### config.mk
export PLATFORM = sky130hd
export DESIGN_NAME = ett_timer
export DESIGN_NICKNAME = d
export VERILOG_FILES = /design/src/pkg/ett_pkg.sv /design/src/rtl/ett_prescaler.sv /design/src/rtl/ett_timer.sv
export SDC_FILE = /design/constraint.sdc
export NUM_CORES = 1
export LEC_CHECK = 0
export ABC_AREA = 1
export BUFFER_PORTS_ARGS = -buffer_cell sky130_fd_sc_hd__buf_2
export CORE_MARGIN = 2
export CORE_UTILIZATION = 46
export CTS_BUF_LIST = sky130_fd_sc_hd__clkbuf_8
export CTS_CLUSTER_DIAMETER = 50
export CTS_CLUSTER_SIZE = 25
export DETAILED_ROUTE_END_ITERATION = 6
export GPL_TIMING_DRIVEN = 0
export PLACE_DENSITY = 0.84
export SYNTH_ARGS = -nofsm -noshare
export SYNTH_HDL_FRONTEND = slang
export SYNTH_SLANG_ARGS = --single-unit
### constraint.sdc
create_clock -name ref_clk_i -period 1.7 [get_ports ref_clk_i]
set_clock_uncertainty 0.1 [all_clocks]
set_input_delay 0.51 -clock ref_clk_i [delete_from_list [all_inputs] [get_ports ref_clk_i]]
set_output_delay 0.51 -clock ref_clk_i [all_outputs]
set_load 0.05 [all_outputs]
### src/pkg/ett_pkg.sv
package ett_pkg;

  // Register indices; the byte address is four times the index
  localparam logic [7:0] IDX_TIMER_COUNT = 8'h01;
  localparam logic [7:0] IDX_SETUP_WORD = 8'h02;
  localparam logic [7:0] IDX_PIN_DIR = 8'h03;
  localparam logic [7:0] ADDR_TIMER_COUNT = {IDX_TIMER_COUNT[5:0], 2'b00};
  localparam logic [7:0] ADDR_SETUP_WORD = {IDX_SETUP_WORD[5:0], 2'b00};
  localparam logic [7:0] ADDR_PIN_DIR = {IDX_PIN_DIR[5:0], 2'b00};

  // Setup word fields
  localparam int unsigned CSS_BIT = 5;
  localparam int unsigned EDGE_BIT = 4;
  localparam int unsigned PSA_BIT = 3;
  localparam int unsigned RATIO_LSB = 0;
  localparam int unsigned RATIO_W = 3;

  localparam logic [7:0] SETUP_RST = 8'hff;
  localparam logic [3:0] PIN_DIR_RST = 4'hf;
  localparam int unsigned EXT_PIN_IDX = 2;

  localparam int unsigned PRESC_W = 8;
  localparam logic [PRESC_W-1:0] PRESC_RST = 8'h00;
  localparam logic [1:0] INHIBIT_CYCLES = 2'h2;

  // Oscillator period equals the clock period here
  localparam int unsigned CLK_PERIOD_NS = 20;
  localparam int unsigned TOSC_NS = 20;
  localparam int unsigned PULSE_MIN_TOSC = 2;
  localparam int unsigned PERIOD_MIN_TOSC = 4;
  localparam int unsigned PULSE_MIN_CYC =
    (PULSE_MIN_TOSC * TOSC_NS + CLK_PERIOD_NS - 1) / CLK_PERIOD_NS;
  localparam int unsigned PERIOD_MIN_CYC =
    (PERIOD_MIN_TOSC * TOSC_NS + CLK_PERIOD_NS - 1) / CLK_PERIOD_NS;

  typedef enum logic [1:0] {
    PH_Q1 = 2'b00,
    PH_Q2 = 2'b01,
    PH_Q3 = 2'b10,
    PH_Q4 = 2'b11
  } ett_phase_e;

endpackage : ett_pkg

### src/rtl/ett_prescaler.sv
`timescale 1ns/1ps
`default_nettype none
module ett_prescaler #(
  parameter int unsigned WIDTH = ett_pkg::PRESC_W
) (
  input wire logic ref_clk_i,
  input wire logic rst_i,
  input wire logic clear_i,
  input wire logic step_i,
  input wire logic [ett_pkg::RATIO_W-1:0] ratio_i,
  output logic tap_o,
  output logic [WIDTH-1:0] count_o
);
  import ett_pkg::*;

  logic [WIDTH-1:0] count_r;
  logic [WIDTH-1:0] count_nxt;

  // Clear wins over a step in the same cycle
  always_comb
  begin
    count_nxt = count_r;
    if (clear_i)
    begin
      count_nxt = '0;
    end
    else if (step_i)
    begin
      count_nxt = count_r + {{(WIDTH-1){1'b0}}, 1'b1};
    end
  end

  always_ff @(posedge ref_clk_i)
  begin
    if (rst_i)
    begin
      count_r <= PRESC_RST;
    end
    else
    begin
      count_r <= count_nxt;
    end
  end

  // Bit n toggles every 2^n steps, so its rising edge is a 1:2^(n+1) symmetric output
  assign tap_o = count_r[ratio_i];
  assign count_o = count_r;

endmodule : ett_prescaler
`default_nettype wire

### src/rtl/ett_timer.sv
`timescale 1ns/1ps
`default_nettype none
// What this block does
// - Timer mode counts each instruction cycle when the prescaler serves the watchdog
// - Count write halts counting two cycles
// - Counter mode counts external input edges
// - Edge select: clear rising, set falling
// - Prescaler serves timer or watchdog, never both
// - Prescaler has no software access
// - Prescale ratios 1:2 through 1:256
// - Count register 8 bits, index 01h
// - Counter mode forces count pin input
// - Sync prescaler output on Q2, Q4
// - Prescaler divides external input symmetrically
// - Increment lags the external edge
// - Count write clears timer prescaler
// - Reset clears the prescaler
// - Shared prescaler is an 8-bit counter
// - Assign bit, ratio in low setup bits
module ett_timer (
  input wire logic ref_clk_i,
  input wire logic rst_i,
  input wire logic psel_i,
  input wire logic penable_i,
  input wire logic pwrite_i,
  input wire logic [7:0] paddr_i,
  input wire logic [31:0] pwdata_i,
  output logic [31:0] prdata_o,
  output logic pready_o,
  output logic pslverr_o,
  input wire logic external_count_input_i,
  input wire logic wdt_tick_i,
  input wire logic wdt_clear_i,
  output logic [3:0] pin_dir_o,
  output logic wdt_post_o
);
  import ett_pkg::*;

  function automatic logic reg_mapped(input logic [7:0] addr);
    reg_mapped = (addr == ADDR_TIMER_COUNT) || (addr == ADDR_SETUP_WORD) ||
                 (addr == ADDR_PIN_DIR);
  endfunction : reg_mapped

  function automatic logic [31:0] reg_read(input logic [7:0] addr,
                                           input logic [7:0] count);
    // Setup and direction words are write-only and read as zero
    reg_read = (addr == ADDR_TIMER_COUNT) ? {24'h000000, count} : 32'h00000000;
  endfunction : reg_read

  // Bus slave
  logic pready_r;
  logic pready_nxt;
  logic pslverr_r;
  logic pslverr_nxt;
  logic [31:0] prdata_r;
  logic [31:0] prdata_nxt;
  logic [7:0] setup_r;
  logic [7:0] setup_nxt;
  logic [3:0] pin_dir_r;
  logic [3:0] pin_dir_nxt;
  logic access;
  logic fire;
  logic wr_count;

  // Phase and synchroniser
  ett_phase_e phase_r;
  ett_phase_e phase_nxt;
  logic sync1_r;
  logic sync2_r;
  logic level_q_r;
  logic samp_r;
  logic samp_nxt;

  // Counting
  logic [7:0] timer_count_r;
  logic [7:0] timer_count_nxt;
  logic [1:0] inhib_r;
  logic [1:0] inhib_nxt;
  logic tap_q_r;
  logic wdt_post_r;
  logic wdt_post_nxt;
  logic [3:0] pin_dir_out_r;
  logic [3:0] pin_dir_out_nxt;

  logic css;
  logic edge_fall;
  logic prescaler_assign;
  logic [RATIO_W-1:0] ratio;
  logic instr_tick;
  logic sample_now;
  logic cnt_level;
  logic level_rise;
  logic presc_step;
  logic presc_clear;
  logic tap;
  logic tap_rise;
  logic pre_out;
  logic ext_inc;
  logic inc_evt;
  logic [PRESC_W-1:0] presc_count;

  assign access = psel_i && penable_i;
  assign fire = access && pready_r;
  assign wr_count = fire && pwrite_i && (paddr_i == ADDR_TIMER_COUNT);

  assign css = setup_r[CSS_BIT];
  assign edge_fall = setup_r[EDGE_BIT];
  assign prescaler_assign = setup_r[PSA_BIT];
  assign ratio = setup_r[RATIO_LSB +: RATIO_W];

  // One wait state: pready rises in the second access cycle
  always_comb
  begin
    pready_nxt = access && !pready_r;
    pslverr_nxt = access && !pready_r && !reg_mapped(paddr_i);
    prdata_nxt = 32'h00000000;
    if (access && !pready_r && !pwrite_i)
    begin
      prdata_nxt = reg_read(paddr_i, timer_count_r);
    end
    setup_nxt = setup_r;
    pin_dir_nxt = pin_dir_r;
    if (fire && pwrite_i && (paddr_i == ADDR_SETUP_WORD))
    begin
      setup_nxt = pwdata_i[7:0];
    end
    if (fire && pwrite_i && (paddr_i == ADDR_PIN_DIR))
    begin
      pin_dir_nxt = pwdata_i[3:0];
    end
  end

  always_ff @(posedge ref_clk_i)
  begin
    if (rst_i)
    begin
      pready_r <= 1'b0;
      pslverr_r <= 1'b0;
      prdata_r <= 32'h00000000;
      setup_r <= SETUP_RST;
      pin_dir_r <= PIN_DIR_RST;
    end
    else
    begin
      pready_r <= pready_nxt;
      pslverr_r <= pslverr_nxt;
      prdata_r <= prdata_nxt;
      setup_r <= setup_nxt;
      pin_dir_r <= pin_dir_nxt;
    end
  end

  // Four phases per instruction cycle
  always_comb
  begin
    unique case (phase_r)
      PH_Q1: phase_nxt = PH_Q2;
      PH_Q2: phase_nxt = PH_Q3;
      PH_Q3: phase_nxt = PH_Q4;
      PH_Q4: phase_nxt = PH_Q1;
    endcase
  end

  assign instr_tick = (phase_r == PH_Q4);
  assign sample_now = (phase_r == PH_Q2) || (phase_r == PH_Q4);

  // Falling-edge select inverts the level so one rise detector serves both
  assign cnt_level = sync2_r ^ edge_fall;
  assign level_rise = cnt_level && !level_q_r;

  // Prescaler input follows its owner; the ripple chain is modelled synchronously
  assign presc_step = prescaler_assign ? wdt_tick_i : (css ? level_rise : instr_tick);
  assign presc_clear = (wr_count && !prescaler_assign) || (wdt_clear_i && prescaler_assign);

  ett_prescaler #(
    .WIDTH(PRESC_W)
  ) u_presc (
    .ref_clk_i(ref_clk_i),
    .rst_i(rst_i),
    .clear_i(presc_clear),
    .step_i(presc_step),
    .ratio_i(ratio),
    .tap_o(tap),
    .count_o(presc_count)
  );

  assign tap_rise = tap && !tap_q_r;
  // Without a prescaler the sampled signal is the raw input
  assign pre_out = prescaler_assign ? cnt_level : tap;
  assign samp_nxt = sample_now ? pre_out : samp_r;
  assign ext_inc = sample_now && pre_out && !samp_r;
  assign inc_evt = css ? ext_inc : (prescaler_assign ? instr_tick : tap_rise);

  always_ff @(posedge ref_clk_i)
  begin
    if (rst_i)
    begin
      phase_r <= PH_Q1;
      sync1_r <= 1'b0;
      sync2_r <= 1'b0;
      // Idle level under the reset edge select, so no false edge follows reset
      level_q_r <= SETUP_RST[EDGE_BIT];
      samp_r <= SETUP_RST[EDGE_BIT];
    end
    else
    begin
      phase_r <= phase_nxt;
      sync1_r <= external_count_input_i;
      sync2_r <= sync1_r;
      level_q_r <= cnt_level;
      samp_r <= samp_nxt;
    end
  end

  always_comb
  begin
    timer_count_nxt = timer_count_r;
    inhib_nxt = inhib_r;
    if (wr_count)
    begin
      timer_count_nxt = pwdata_i[7:0];
      inhib_nxt = INHIBIT_CYCLES;
    end
    else
    begin
      if (inc_evt && (inhib_r == 2'h0))
      begin
        timer_count_nxt = timer_count_r + 8'h01;
      end
      if (instr_tick && (inhib_r != 2'h0))
      begin
        inhib_nxt = inhib_r - 2'h1;
      end
    end
    wdt_post_nxt = prescaler_assign && tap_rise;
    pin_dir_out_nxt = pin_dir_r;
    pin_dir_out_nxt[EXT_PIN_IDX] = pin_dir_r[EXT_PIN_IDX] || css;
  end

  // Count keeps its value through reset; its power-on value is undefined
  always_ff @(posedge ref_clk_i)
  begin
    timer_count_r <= timer_count_nxt;
  end

  always_ff @(posedge ref_clk_i)
  begin
    if (rst_i)
    begin
      inhib_r <= 2'h0;
      tap_q_r <= 1'b0;
      wdt_post_r <= 1'b0;
      pin_dir_out_r <= PIN_DIR_RST;
    end
    else
    begin
      inhib_r <= inhib_nxt;
      tap_q_r <= tap;
      wdt_post_r <= wdt_post_nxt;
      pin_dir_out_r <= pin_dir_out_nxt;
    end
  end

  assign prdata_o = prdata_r;
  assign pready_o = pready_r;
  assign pslverr_o = pslverr_r;
  assign pin_dir_o = pin_dir_out_r;
  assign wdt_post_o = wdt_post_r;
endmodule : ett_timer
`default_nettype wire

After elaboration in Yosys (flattened, before gate mapping). Cells that the tools add are included.

Bitwise operators: 3. $lt $le $gt $ge: 1. Add/subtract/negate cells: 3. Equality and inequality tests: 6. Mux-type cells: 12. Reductions and logical operators: 39.

Operators by type and width (number): $logic_and A1 B1 Y1 (18); $add A8 B1 Y8 const B (2); $eq A8 B4 Y1 const B (2); $mux W8 (2); $eq A8 B3 Y1 const B (1); $pmux W2 S4 (1); $logic_not A1 Y1 (7); $mux W1 (6); $reduce_bool A2 Y1 (3); $reduce_or A2 Y1 (3); $logic_or A1 B1 Y1 (5); $eq A2 B2 Y1 const B (2); $logic_not A2 Y1 (2); $lt A3 B4 Y1 const B (1); $mux W2 (2); $bmux W1 S3 (1); $reduce_or A3 Y1 (1); $eq A2 B1 Y1 const B (1); $not A1 Y1 (2); $sub A2 B1 Y2 const B (1); $xor A1 B1 Y1 (1).

Word-level logic and storage cells: 82. Register bits: 74.

Logic depth before layout (Yosys ltp). Gate-level depths: netlist of run 1.

Depth after elaboration: 9. Gate-level depth with buffers: 10. Mapped depth without buffers: 10.

Hierarchy. A second synthesis of run 1 with hierarchy kept.

Cell total of the unflattened synthesis: 332. Area, all modules: 2542.4 um^2.

Modules (own cells, without submodules): ett_timer (area an instance 2062.0 um^2, instances 1, cells an instance 254, sequential area each 920.9 um^2); ett_prescaler (area an instance 480.5 um^2, instances 1, cells an instance 78, sequential area each 160.2 um^2).

Worst setup path after synthesis of run 1. Ideal clock, no wire load.

Kind: input-to-reg. Start point: input paddr_i[1]. End point: register timer_count_r[0], enable pin. Setup time: 0.329 ns. Path buffers: 0. Path slack: -0.166 ns. Stages: 4. Required time: 1.271 ns. Arrival time: 1.438 ns. Cell sequence: or2_4 -> nor4_4 -> nand2_4 -> nand2_1.

Cells in the longest elaborated chain, start to end: 3.

RTL lines: from (decl) (RTL line ett_timer.sv:26) `input wire logic [7:0] paddr_i,`; $eq A8 B3 Y1 (RTL line ett_timer.sv:104) `assign wr_count = fire && pwrite_i && (paddr_i == ADDR_TIMER_COUNT);`; $logic_and A1 B1 Y1 (RTL line ett_timer.sv:104); $reduce_bool A2 Y1 (no line); to (signal assigned) (RTL line ett_timer.sv:243) `timer_count_r <= timer_count_nxt;`; to (decl) (RTL line ett_timer.sv:75) `logic [7:0] timer_count_r;`.

Every way passes these cells. A chain may end at the register's enable or synchronous reset.

Worst setup path in the final report of run 1.
Start point: input paddr_i[0]. End point: register timer_count_r[6] (data pin).

Cells in the longest elaborated chain, start to end: 3.

RTL lines: $eq A8 B3 Y1 (RTL line ett_timer.sv:104); $logic_and A1 B1 Y1 (RTL line ett_timer.sv:104); $mux W8 (RTL line ett_timer.sv:219) `if (wr_count)`; via timer_count_nxt[6] (RTL line ett_timer.sv:76) `logic [7:0] timer_count_nxt;`.

The timed path passes the listed nets, and every way through them passes these cells.

==> results.ini, run 1 <==
[run_status]
outcome = finished clean

[setup_path]
worstPathArrival_ps = 1630
cp.required_ps = 1670
startpoint_type = input port
crit_path_max_incr_delay_ps = 280
worst-path-buf-inv = 3
critical-path-top-delay-family = simple AND/OR/NAND/NOR gates
critical_path.startpoint = paddr_i[0]
timing.rr.start = u_presc.count_o[2]
cpMaxStageDelayCell = nor4_4
critPathMaxFanout = 5
worstPathCellList = buf_2, or2_4, nor4_4, nand2_4, inv_8, clkbuf_16, o21ai_2
worstSetupPathType = in -> reg
end_kind = flip-flop

[grt]
grt_max_degree = 15
antenna_found_initial = 0
grt_use_total_pct = 16.54
grt_pass1_vias = 1742
grt_overflow = 0
grt_pass1_wl_um = 7672

[place]
finalWeightedCongestion = 0.8632
hpwl_um = 3340
numPortBuffers = 38
dpl-instance-area_sq_um = 2781

[floorplanning]
die_h_um = 76.46
rows = 26
die_w_um = 76.46
start_util_pct = 47.58
ioPinCount = 87
die_area_sq_um = 5845
core_area_sq_um = 5075

[power]
leakagePower_nw = 1.472
power.total_mw = 2.490
irDropWorstVdd_mv = 0.3722
powerDensity_nw_per_um2 = 820.2

[run]
max-cap-violations = 0

[logic_synthesis]
yosysWarnings = 0
synth_commonest_cells = 65 x nand2_1, 42 x dfxtp_1, 41 x inv_1
synth_area_leaders = dfxtp_1 35%, nand2_1 10%, edfxtp_1 9.9%
synth_area_sq_um = 2415
ys.flop_type = dfxtp_1
async_reset_ff_share_pct = 0
syn_avg_cell_area_sq_um = 8.186
synth_edf_count = 8
synth_top_area_share_pct = 34.82
syn_inst = 295
ys_seq_elements = 50
synth_most_common_cell = nand2_1
seq_area_frac_synth_pct = 44.77
synth_cell_type_count = 33
yosysTopAreaCell = dfxtp_1

[clock_network]
clock_latency_ps = 310
clk_path_buf_depth = 2
cts_tree = built
cts_sinks = 50
clk_pin_slew_ps = 90
cts_max_level = 2
cts_root_buffer = clkbuf_8
numCtsBuffers = 5

[timing]
timing_hold_violations_final = 0
fmax_mhz = 604.0
period_share_pct = 97.39
maxSlewViolCount = 0
setup_viol = 0
layout_min_cycle_time_ps = 1656

[drt]
vias_per_cell = 4.542
drt-initial-drc-count = 136
routed_wl_um = 4971
dr.pass1.iters = 4
vias = 2003
postRouteAntennaNets = 0
drcViolationCount = 0
avgRoutedWirePerCell_um = 11.27

[cells_and_area]
fillers = 450
nets = 426
insertedDiodeCount = 0
fin_util_pct = 59.81
register_area_sq_um = 1094
drive_gt1_share_pct = 28.57
design_area_sq_um = 3035
syn2layout_area_growth_pct = 25.70
multiInputGateArea_sq_um = 1087

[min_path]
hp-class = in -> reg
hp-start = external_count_input_i

==> power breakdown <==
group / leakage (nW) / total (mW) / internal (mW) / switching (mW)
Combinational: 1.00 / 0.399 / 0.133 / 0.267
Sequential: 0.416 / 1.28 / 1.25 / 0.0291
Clock: 0.0517 / 0.811 / 0.426 / 0.385
Total: 1.47 / 2.49 / 1.81 / 0.681
==> flip-flops by register name (all words and copies together) (netlist names) <==
register / count
pin_dir_o: 4
level_q_r: 1
inhib_r: 2
prdata_o: 8
pin_dir_r: 4
setup_r: 6
pslverr_o: 1
timer_count_r: 8
tap_q_r: 1
samp_r: 1
u_presc.count_o: 8
pready_o: 1
sync1_r: 1
wdt_post_o: 1
sync2_r: 1
phase_r: 2
==> placed cells by master, fill, tap and decap left out, types with 3 or more instances in the layout <==
| master | instances |
|---|---|
| a21oi_1 | 13 |
| ha_1 | 6 |
| o21ai_0 | 3 |
| inv_1 | 40 |
| nand2_2 | 4 |
| nand3_1 | 13 |
| nor3_1 | 6 |
| nor2_1 | 20 |
| conb_1 | 24 |
| dfxtp_2 | 4 |
| clkbuf_8 | 5 |
| o21ai_1 | 4 |
| buf_2 | 39 |
| nand4_1 | 3 |
| xor2_1 | 11 |
| nand2_1 | 61 |
| buf_4 | 30 |
| edfxtp_1 | 8 |
| o211ai_1 | 9 |
| dfxtp_1 | 36 |
==> repair_timing <==
item	in CTS	in global routing
setup endpoints to repair	12	20
endpoints found under the hold margin	0	0
setup buffers	5	2
cloned	0	1
pin swaps	3	6
gates resized for setup	5	20
hold buffers	0	0
==> layer usage <==
metal  up-vias  share of wire (%)  global-route usage [%]
li1       1041                  -                       -
met1       881                 41                   18.61
met2        69                 51                   29.91
met3        12                4.9                   3.673
met4         0                3.0                   7.091
met5         -                  0                       0
==> worst register-to-register path, stage by stage, from the launching register on <==
cell,delay (ps)
dfxtp_4,380
inv_1,80
nand2_2,90
nand3_2,70
nand3_1,90
nand2_2,80
nand2_2,80
nand3_1,80
nand2_1,100
nand3_2,90
nand2_4,130
==> per-stage QoR <==
step	hold slack, ps	setup WS [ps]	setup TNS [ps]	instances
CTS	296.9	1.457	0	438
floorplan	288.3	-126.7	-1444	318
detailed placement	303.1	-370.1	-9682	426
global route	302.4	-53.30	-441.4	441
finish	301.8	44.34	0	441
global placement	293.6	-361.8	-9475	426
==> cell families (layout without fill, tap and decap cells) <==
kind of cell,after synthesis,count (layout),share of synthesized area (%)
AO/OA/AOI/OAI,35,35,9.327
XOR/XNOR,12,12,4.352
adder cells (fa/ha/maj),7,7,3.627
buffers and inverters,71,124,15.70
flip-flops,50,50,44.77
other,1,24,0.1553
AND/OR/NAND/NOR,119,119,22.07
==> path summary, 6_finish.rpt <==
kind                                          to  slack (ps)  depth (start not counted)
worst max-delay path            timer_count_r[6]          40                          7
worst min-delay path                     sync1_r         300                          3
worst min register to register           sync2_r         310                          2
worst max register to register  timer_count_r[2]          50                         10
==> final cells by class <==
class                   instances  share of cell area (%)
clock inverters                 2                   1.113
multi-input cells             197                   35.82
plain buffers                  28                   7.007
clock buffers                   5                   2.267
inverters                      43                   5.647
repair buffers                 46                   9.233
flip-flops and latches         50                   36.03
well taps                      70                   2.885
(Power assumes the default switching activity.)
==> run 2: changes to the inputs <==
- CORE_MARGIN: 2 -> default
==> run 2 against run 1 <==
Clock power is 15% lower. Wire length is 11% lower. Power is 4.8% lower. Worst hold slack better by 4.3 ps. Critical path depth is 2 lower. Combinational power is 1% higher. Flip-flop and latch count stayed put. Cell area is 2.1% lower. Maximum frequency is 0.84% lower. Final cell count is 0.23% higher. First-iteration DRC count is 17% higher. Die area is 5.2% lower. Critical path type is now reg -> reg. Largest cell class unchanged. Largest power group unchanged.
==> results.ini, run 2 (synthesis gave the netlist of run 1 again) <==
[setup_path]
end_kind = flip-flop
cp.required_ps = 1730
startpoint_type = flip-flop
worstPathArrival_ps = 1700
worstSetupPathType = reg -> reg
critPathMaxFanout = 4

[clock_network]
cts_tree = built
cts_root_buffer = clkbuf_8
cts_max_level = 2
clk_pin_slew_ps = 90
clk_path_buf_depth = 2
cts_sinks = 50
clock_latency_ps = 300
numCtsBuffers = 5

[timing]
timing_hold_violations_final = 0
whs_ps = 306.1
period_share_pct = 98.21
maxSlewViolCount = 0
fin_ws_ps = 30.38
layout_min_cycle_time_ps = 1670
setup_viol = 0
fmax_mhz = 598.9

[cells_and_area]
register_area_sq_um = 1092
mostFrequentLayoutCell = nand2_1
layout_common_cells = 62 x nand2_1, 40 x inv_1, 39 x buf_2, 37 x dfxtp_1, 31 x buf_4
stdcell_count = 442
nets = 426
fillers = 466
drive_gt1_share_pct = 27.69
multiInputGateArea_sq_um = 1074
syn2layout_area_growth_pct = 23.06
insertedDiodeCount = 0

[run]
max-cap-violations = 0

[power]
intPower_mw = 1.674
powerDensity_nw_per_um2 = 797.2
seqPwrFrac_pct = 54.0
swShare_pct = 29.32
leakagePower_nw = 1.446
power.share.clock_pct = 29.0
irDropWorstVdd_mv = 0.4046
switchingPower_uw = 694.5
comb_power_share_pct = 17.0

[drt]
routed_wl_um = 4440
drt-initial-drc-count = 159
dr.pass1.iters = 4
vias = 2019
postRouteAntennaNets = 0
vias_per_cell = 4.568
avgRoutedWirePerCell_um = 10.05
drcViolationCount = 0

[grt]
grt_max_degree = 17
grt_use_total_pct = 16.91
grt_pass1_wl_um = 7141
grt_pass1_vias = 1721
grt_overflow = 0
antenna_found_initial = 0

[floorplanning]
core_area_sq_um = 5075
die_h_um = 74.46
die_area_sq_um = 5544
start_util_pct = 47.58
die_w_um = 74.46
rows = 26
ioPinCount = 87

[place]
hpwl_um = 3293
preCtsSetupSlack_ps = -369.1
finalWeightedCongestion = 0.8626
dp_cells = 426
numPortBuffers = 38

[run_status]
outcome = finished clean

[min_path]
hp-class = in -> reg

-- run 2: changes by cell type in the layout (fill, tap and decap cells not counted), sizes merged --
| cell | delta |
|---|---|
| clkbuf | -1 |
| clkinv | +1 |
| clkinvlp | +2 |
| bufinv | -1 |
-- run 2: final timing paths --
path	from	to	slack, ps	cells past startpoint
setup / recovery	timer_count_r[2]	timer_count_r[7]	30	5
hold / removal	external_count_input_i	sync1_r	310	3
setup reg to reg	timer_count_r[2]	timer_count_r[7]	30	5
hold reg to reg	sync1_r	sync2_r	310	2
-- run 2: critical path, cell delays in order, from the launching register on --
cell and delay, ps:
edfxtp_1 430, nand3_1 150, nor3_1 280, nand3_1 150, xor2_1 170, o21ai_0 210
-- run 2: layout make-up --
cell class	instances	area share [%]
Clock inverter	3	0.6737
Buffer	28	7.158
Multi-Input combinational cell	197	36.13
Timing Repair inverter	1	0.2526
Tap cell	70	2.947
Sequential cell	50	36.76
Inverter	43	5.600
Timing Repair Buffer	45	8.168
Clock buffer	5	2.316
-- run 2: repair_timing --
item,4_1_cts,5_1_grt
endpoints found under the setup margin,14,19
gates resized for setup,3,14
endpoints found under the hold margin,0,0
pin swaps,2,2
cloned,0,1
setup buffers,5,2
hold buffers,0,0
-- run 2: per-layer routing --
metal | wire length (um) | vias to the layer above | GRT usage (%) | share of wire [%]
li1 | - | 1046 | - | -
met5 | 0 | - | 0 | 0
met4 | 146 | 0 | 10.69 | 3.3
met2 | 2133 | 60 | 27.63 | 48
met3 | 184 | 15 | 2.981 | 4.1
met1 | 1976 | 898 | 20.59 | 45
-- run 2: power by group through the flow --
stage                     clock network, mW  logic [mW]  registers (mW)
final                                 0.687       0.403            1.28
after global routing                  0.751       0.449            1.29
after CTS                             0.711       0.393            1.28
after detailed placement                  0       0.388            1.31
after global placement                    0       0.377            1.31
after floorplan                           0       0.310            1.31
-- run 2: through the flow --
step	instance area (sq um)	setup TNS (ps)	utilization [%]	total power, mW
after floorplan	2504	-1444	-	1.619
after global placement	2781	-9458	54.81	1.682
after detailed placement	2781	-10330	54.81	1.698
after CTS	2915	0	57.45	2.386
after global routing	2972	-154.9	58.56	2.486
final	2972	0	58.56	2.369
==> run 3: changes to the inputs <==
- CELL_PAD_IN_SITES_DETAIL_PLACEMENT: default -> 1
- CELL_PAD_IN_SITES_GLOBAL_PLACEMENT: default -> 1
- CORE_UTILIZATION: 46 -> 33
==> run 3 against run 2 <==
Utilization decreased by 14 points. Non-clock buffer count rose by 3. Power rose by 1.6%. Final cell count up 6.3%. Global-route usage fell by 1.5 points. Die area up 38%. Cell area increased by 4.8%. First-iteration DRC count down 59%. Register-to-register slack hardly changed. Highest routed layer unchanged. Via count up 4.3%. Wire length increased by 40%. Flip-flop and latch count unchanged.
==> results.ini, run 3 (synthesis gave the netlist of run 1 again) <==
[drt]
vias_per_cell = 4.479
vias = 2105
drt-initial-drc-count = 65
postRouteAntennaNets = 0
avgRoutedWirePerCell_um = 13.22
routed_wl_um = 6214
dr.pass1.iters = 4
drcViolationCount = 0

[timing]
setup_viol = 0
rsz0062_at_grt = true
period_share_pct = 98.14
layout_min_cycle_time_ps = 1668
fmax_mhz = 599.4
maxSlewViolCount = 0
whs_ps = 308.1
timing_hold_violations_final = 0

[min_path]
min_path_cells = 3
hp-class = in -> reg

[grt]
grt.busiest_layer = met2
grt_use_met1_pct = 18.41
grt_pass1_vias = 2049
grt_use_total_pct = 15.45
grt_overflow = 0
grt_pass1_wl_um = 9280
antenna_found_initial = 0
use_met2_pct = 28.34
grt_use_met3_pct = 2.733
grt_max_degree = 17

[cells_and_area]
design_area_sq_um = 3115
nets = 428
insertedDiodeCount = 0
drive_gt1_share_pct = 32.89
fin_util_pct = 44.86
syn2layout_area_growth_pct = 29.02
mostFrequentLayoutCell = nand2_1
layout_common_cells = 60 x nand2_1, 40 x inv_1, 38 x buf_2, 33 x buf_4, 32 x dfxtp_1

[setup_path]
worstPathArrival_ps = 1650
rr_worst_depth = 10
startpoint_type = input port
critPathMaxFanout = 7
cp.required_ps = 1680
worstSetupPathType = in -> reg
end_kind = flip-flop
ff2ff_setup_slack_ps = 40

[place]
hpwl_um = 4273
finalWeightedCongestion = 0.7854
numPortBuffers = 38
dpl-instance-area_sq_um = 2814

[power]
powerDensity_nw_per_um2 = 772.7
irDropWorstVdd_mv = 0.2891
leakagePower_nw = 1.489

[floorplanning]
start_util_pct = 34.77
die_w_um = 87.55
core_area_sq_um = 6944
rows = 30
die_area_sq_um = 7664
ioPinCount = 87
die_h_um = 87.55

[clock_network]
clock_latency_ps = 310
cts_max_level = 2
cts_tree = built
cts_root_buffer = clkbuf_8
hold_buffers = 0
clk_path_buf_depth = 2
clk_pin_slew_ps = 100
cts_sinks = 50
numCtsBuffers = 5

[run_status]
outcome = finished clean

[run]
max-cap-violations = 0

-- run 3: cell types whose count changed in the layout (fill, tap and decap cells not counted), sizes merged --
cell	before	now
buf	71	73
clkbuf	7	8
clkinv	2	0
inv	43	44
-- run 3: layout make-up --
| type | count | area, sq um |
|---|---|---|
| Inverter | 43 | 168.9 |
| Sequential cell | 50 | 1101 |
| Multi-Input combinational cell | 197 | 1135 |
| Fill cell | 876 | 3829 |
| Tap cell | 96 | 120.1 |
| Timing Repair Buffer | 48 | 289.0 |
| Clock inverter | 3 | 18.77 |
| Clock buffer | 5 | 68.82 |
| Buffer | 28 | 214.0 |
-- run 3: through the flow --
stage	setup slack, ps	instances	TNS [ps]	power [mW]
after CTS	-5.954	465	-11.38	2.401
after global placement	-353.4	452	-9917	1.688
after global routing	-50.80	470	-427.9	2.521
final	31.67	470	0	2.407
after floorplan	-126.7	318	-1444	1.619
after detailed placement	-375.0	452	-11710	1.705
-- run 3: path summary, 6_finish.rpt --
path / start / endpoint
max: paddr_i[0] / timer_count_r[6]
min reg2reg: sync1_r / sync2_r
min: external_count_input_i / sync1_r
max reg2reg: setup_r[0] / timer_count_r[7]
-- run 3: routing by layer --
| layer | share of wire [%] | vias up |
|---|---|---|
| li1 | - | 1044 |
| met1 | 41 | 993 |
| met2 | 52 | 57 |
| met3 | 4.0 | 11 |
| met4 | 2.2 | 0 |
| met5 | 0 | - |
-- run 3: power by group --
group	leakage [nW]	switching (mW)	total [mW]	internal (mW)
combinational	1.03	0.280	0.418	0.138
sequential	0.417	0.0364	1.29	1.25
clock	0.0416	0.418	0.703	0.285
-- run 3: what timing repair did --
item,4_1_cts,5_1_grt
gates cloned,0,1
gates resized for setup,9,31
pin swaps,3,8
hold endpoints to repair,0,0
setup buffers,5,4
endpoints found under the setup margin,14,34
-- run 3: critical path: stages --
cell,delay (ps)
buf_6,90
or2_4,270
nor4_4,290
nand2_4,170
inv_8,120
clkbuf_16,150
o21ai_2,50
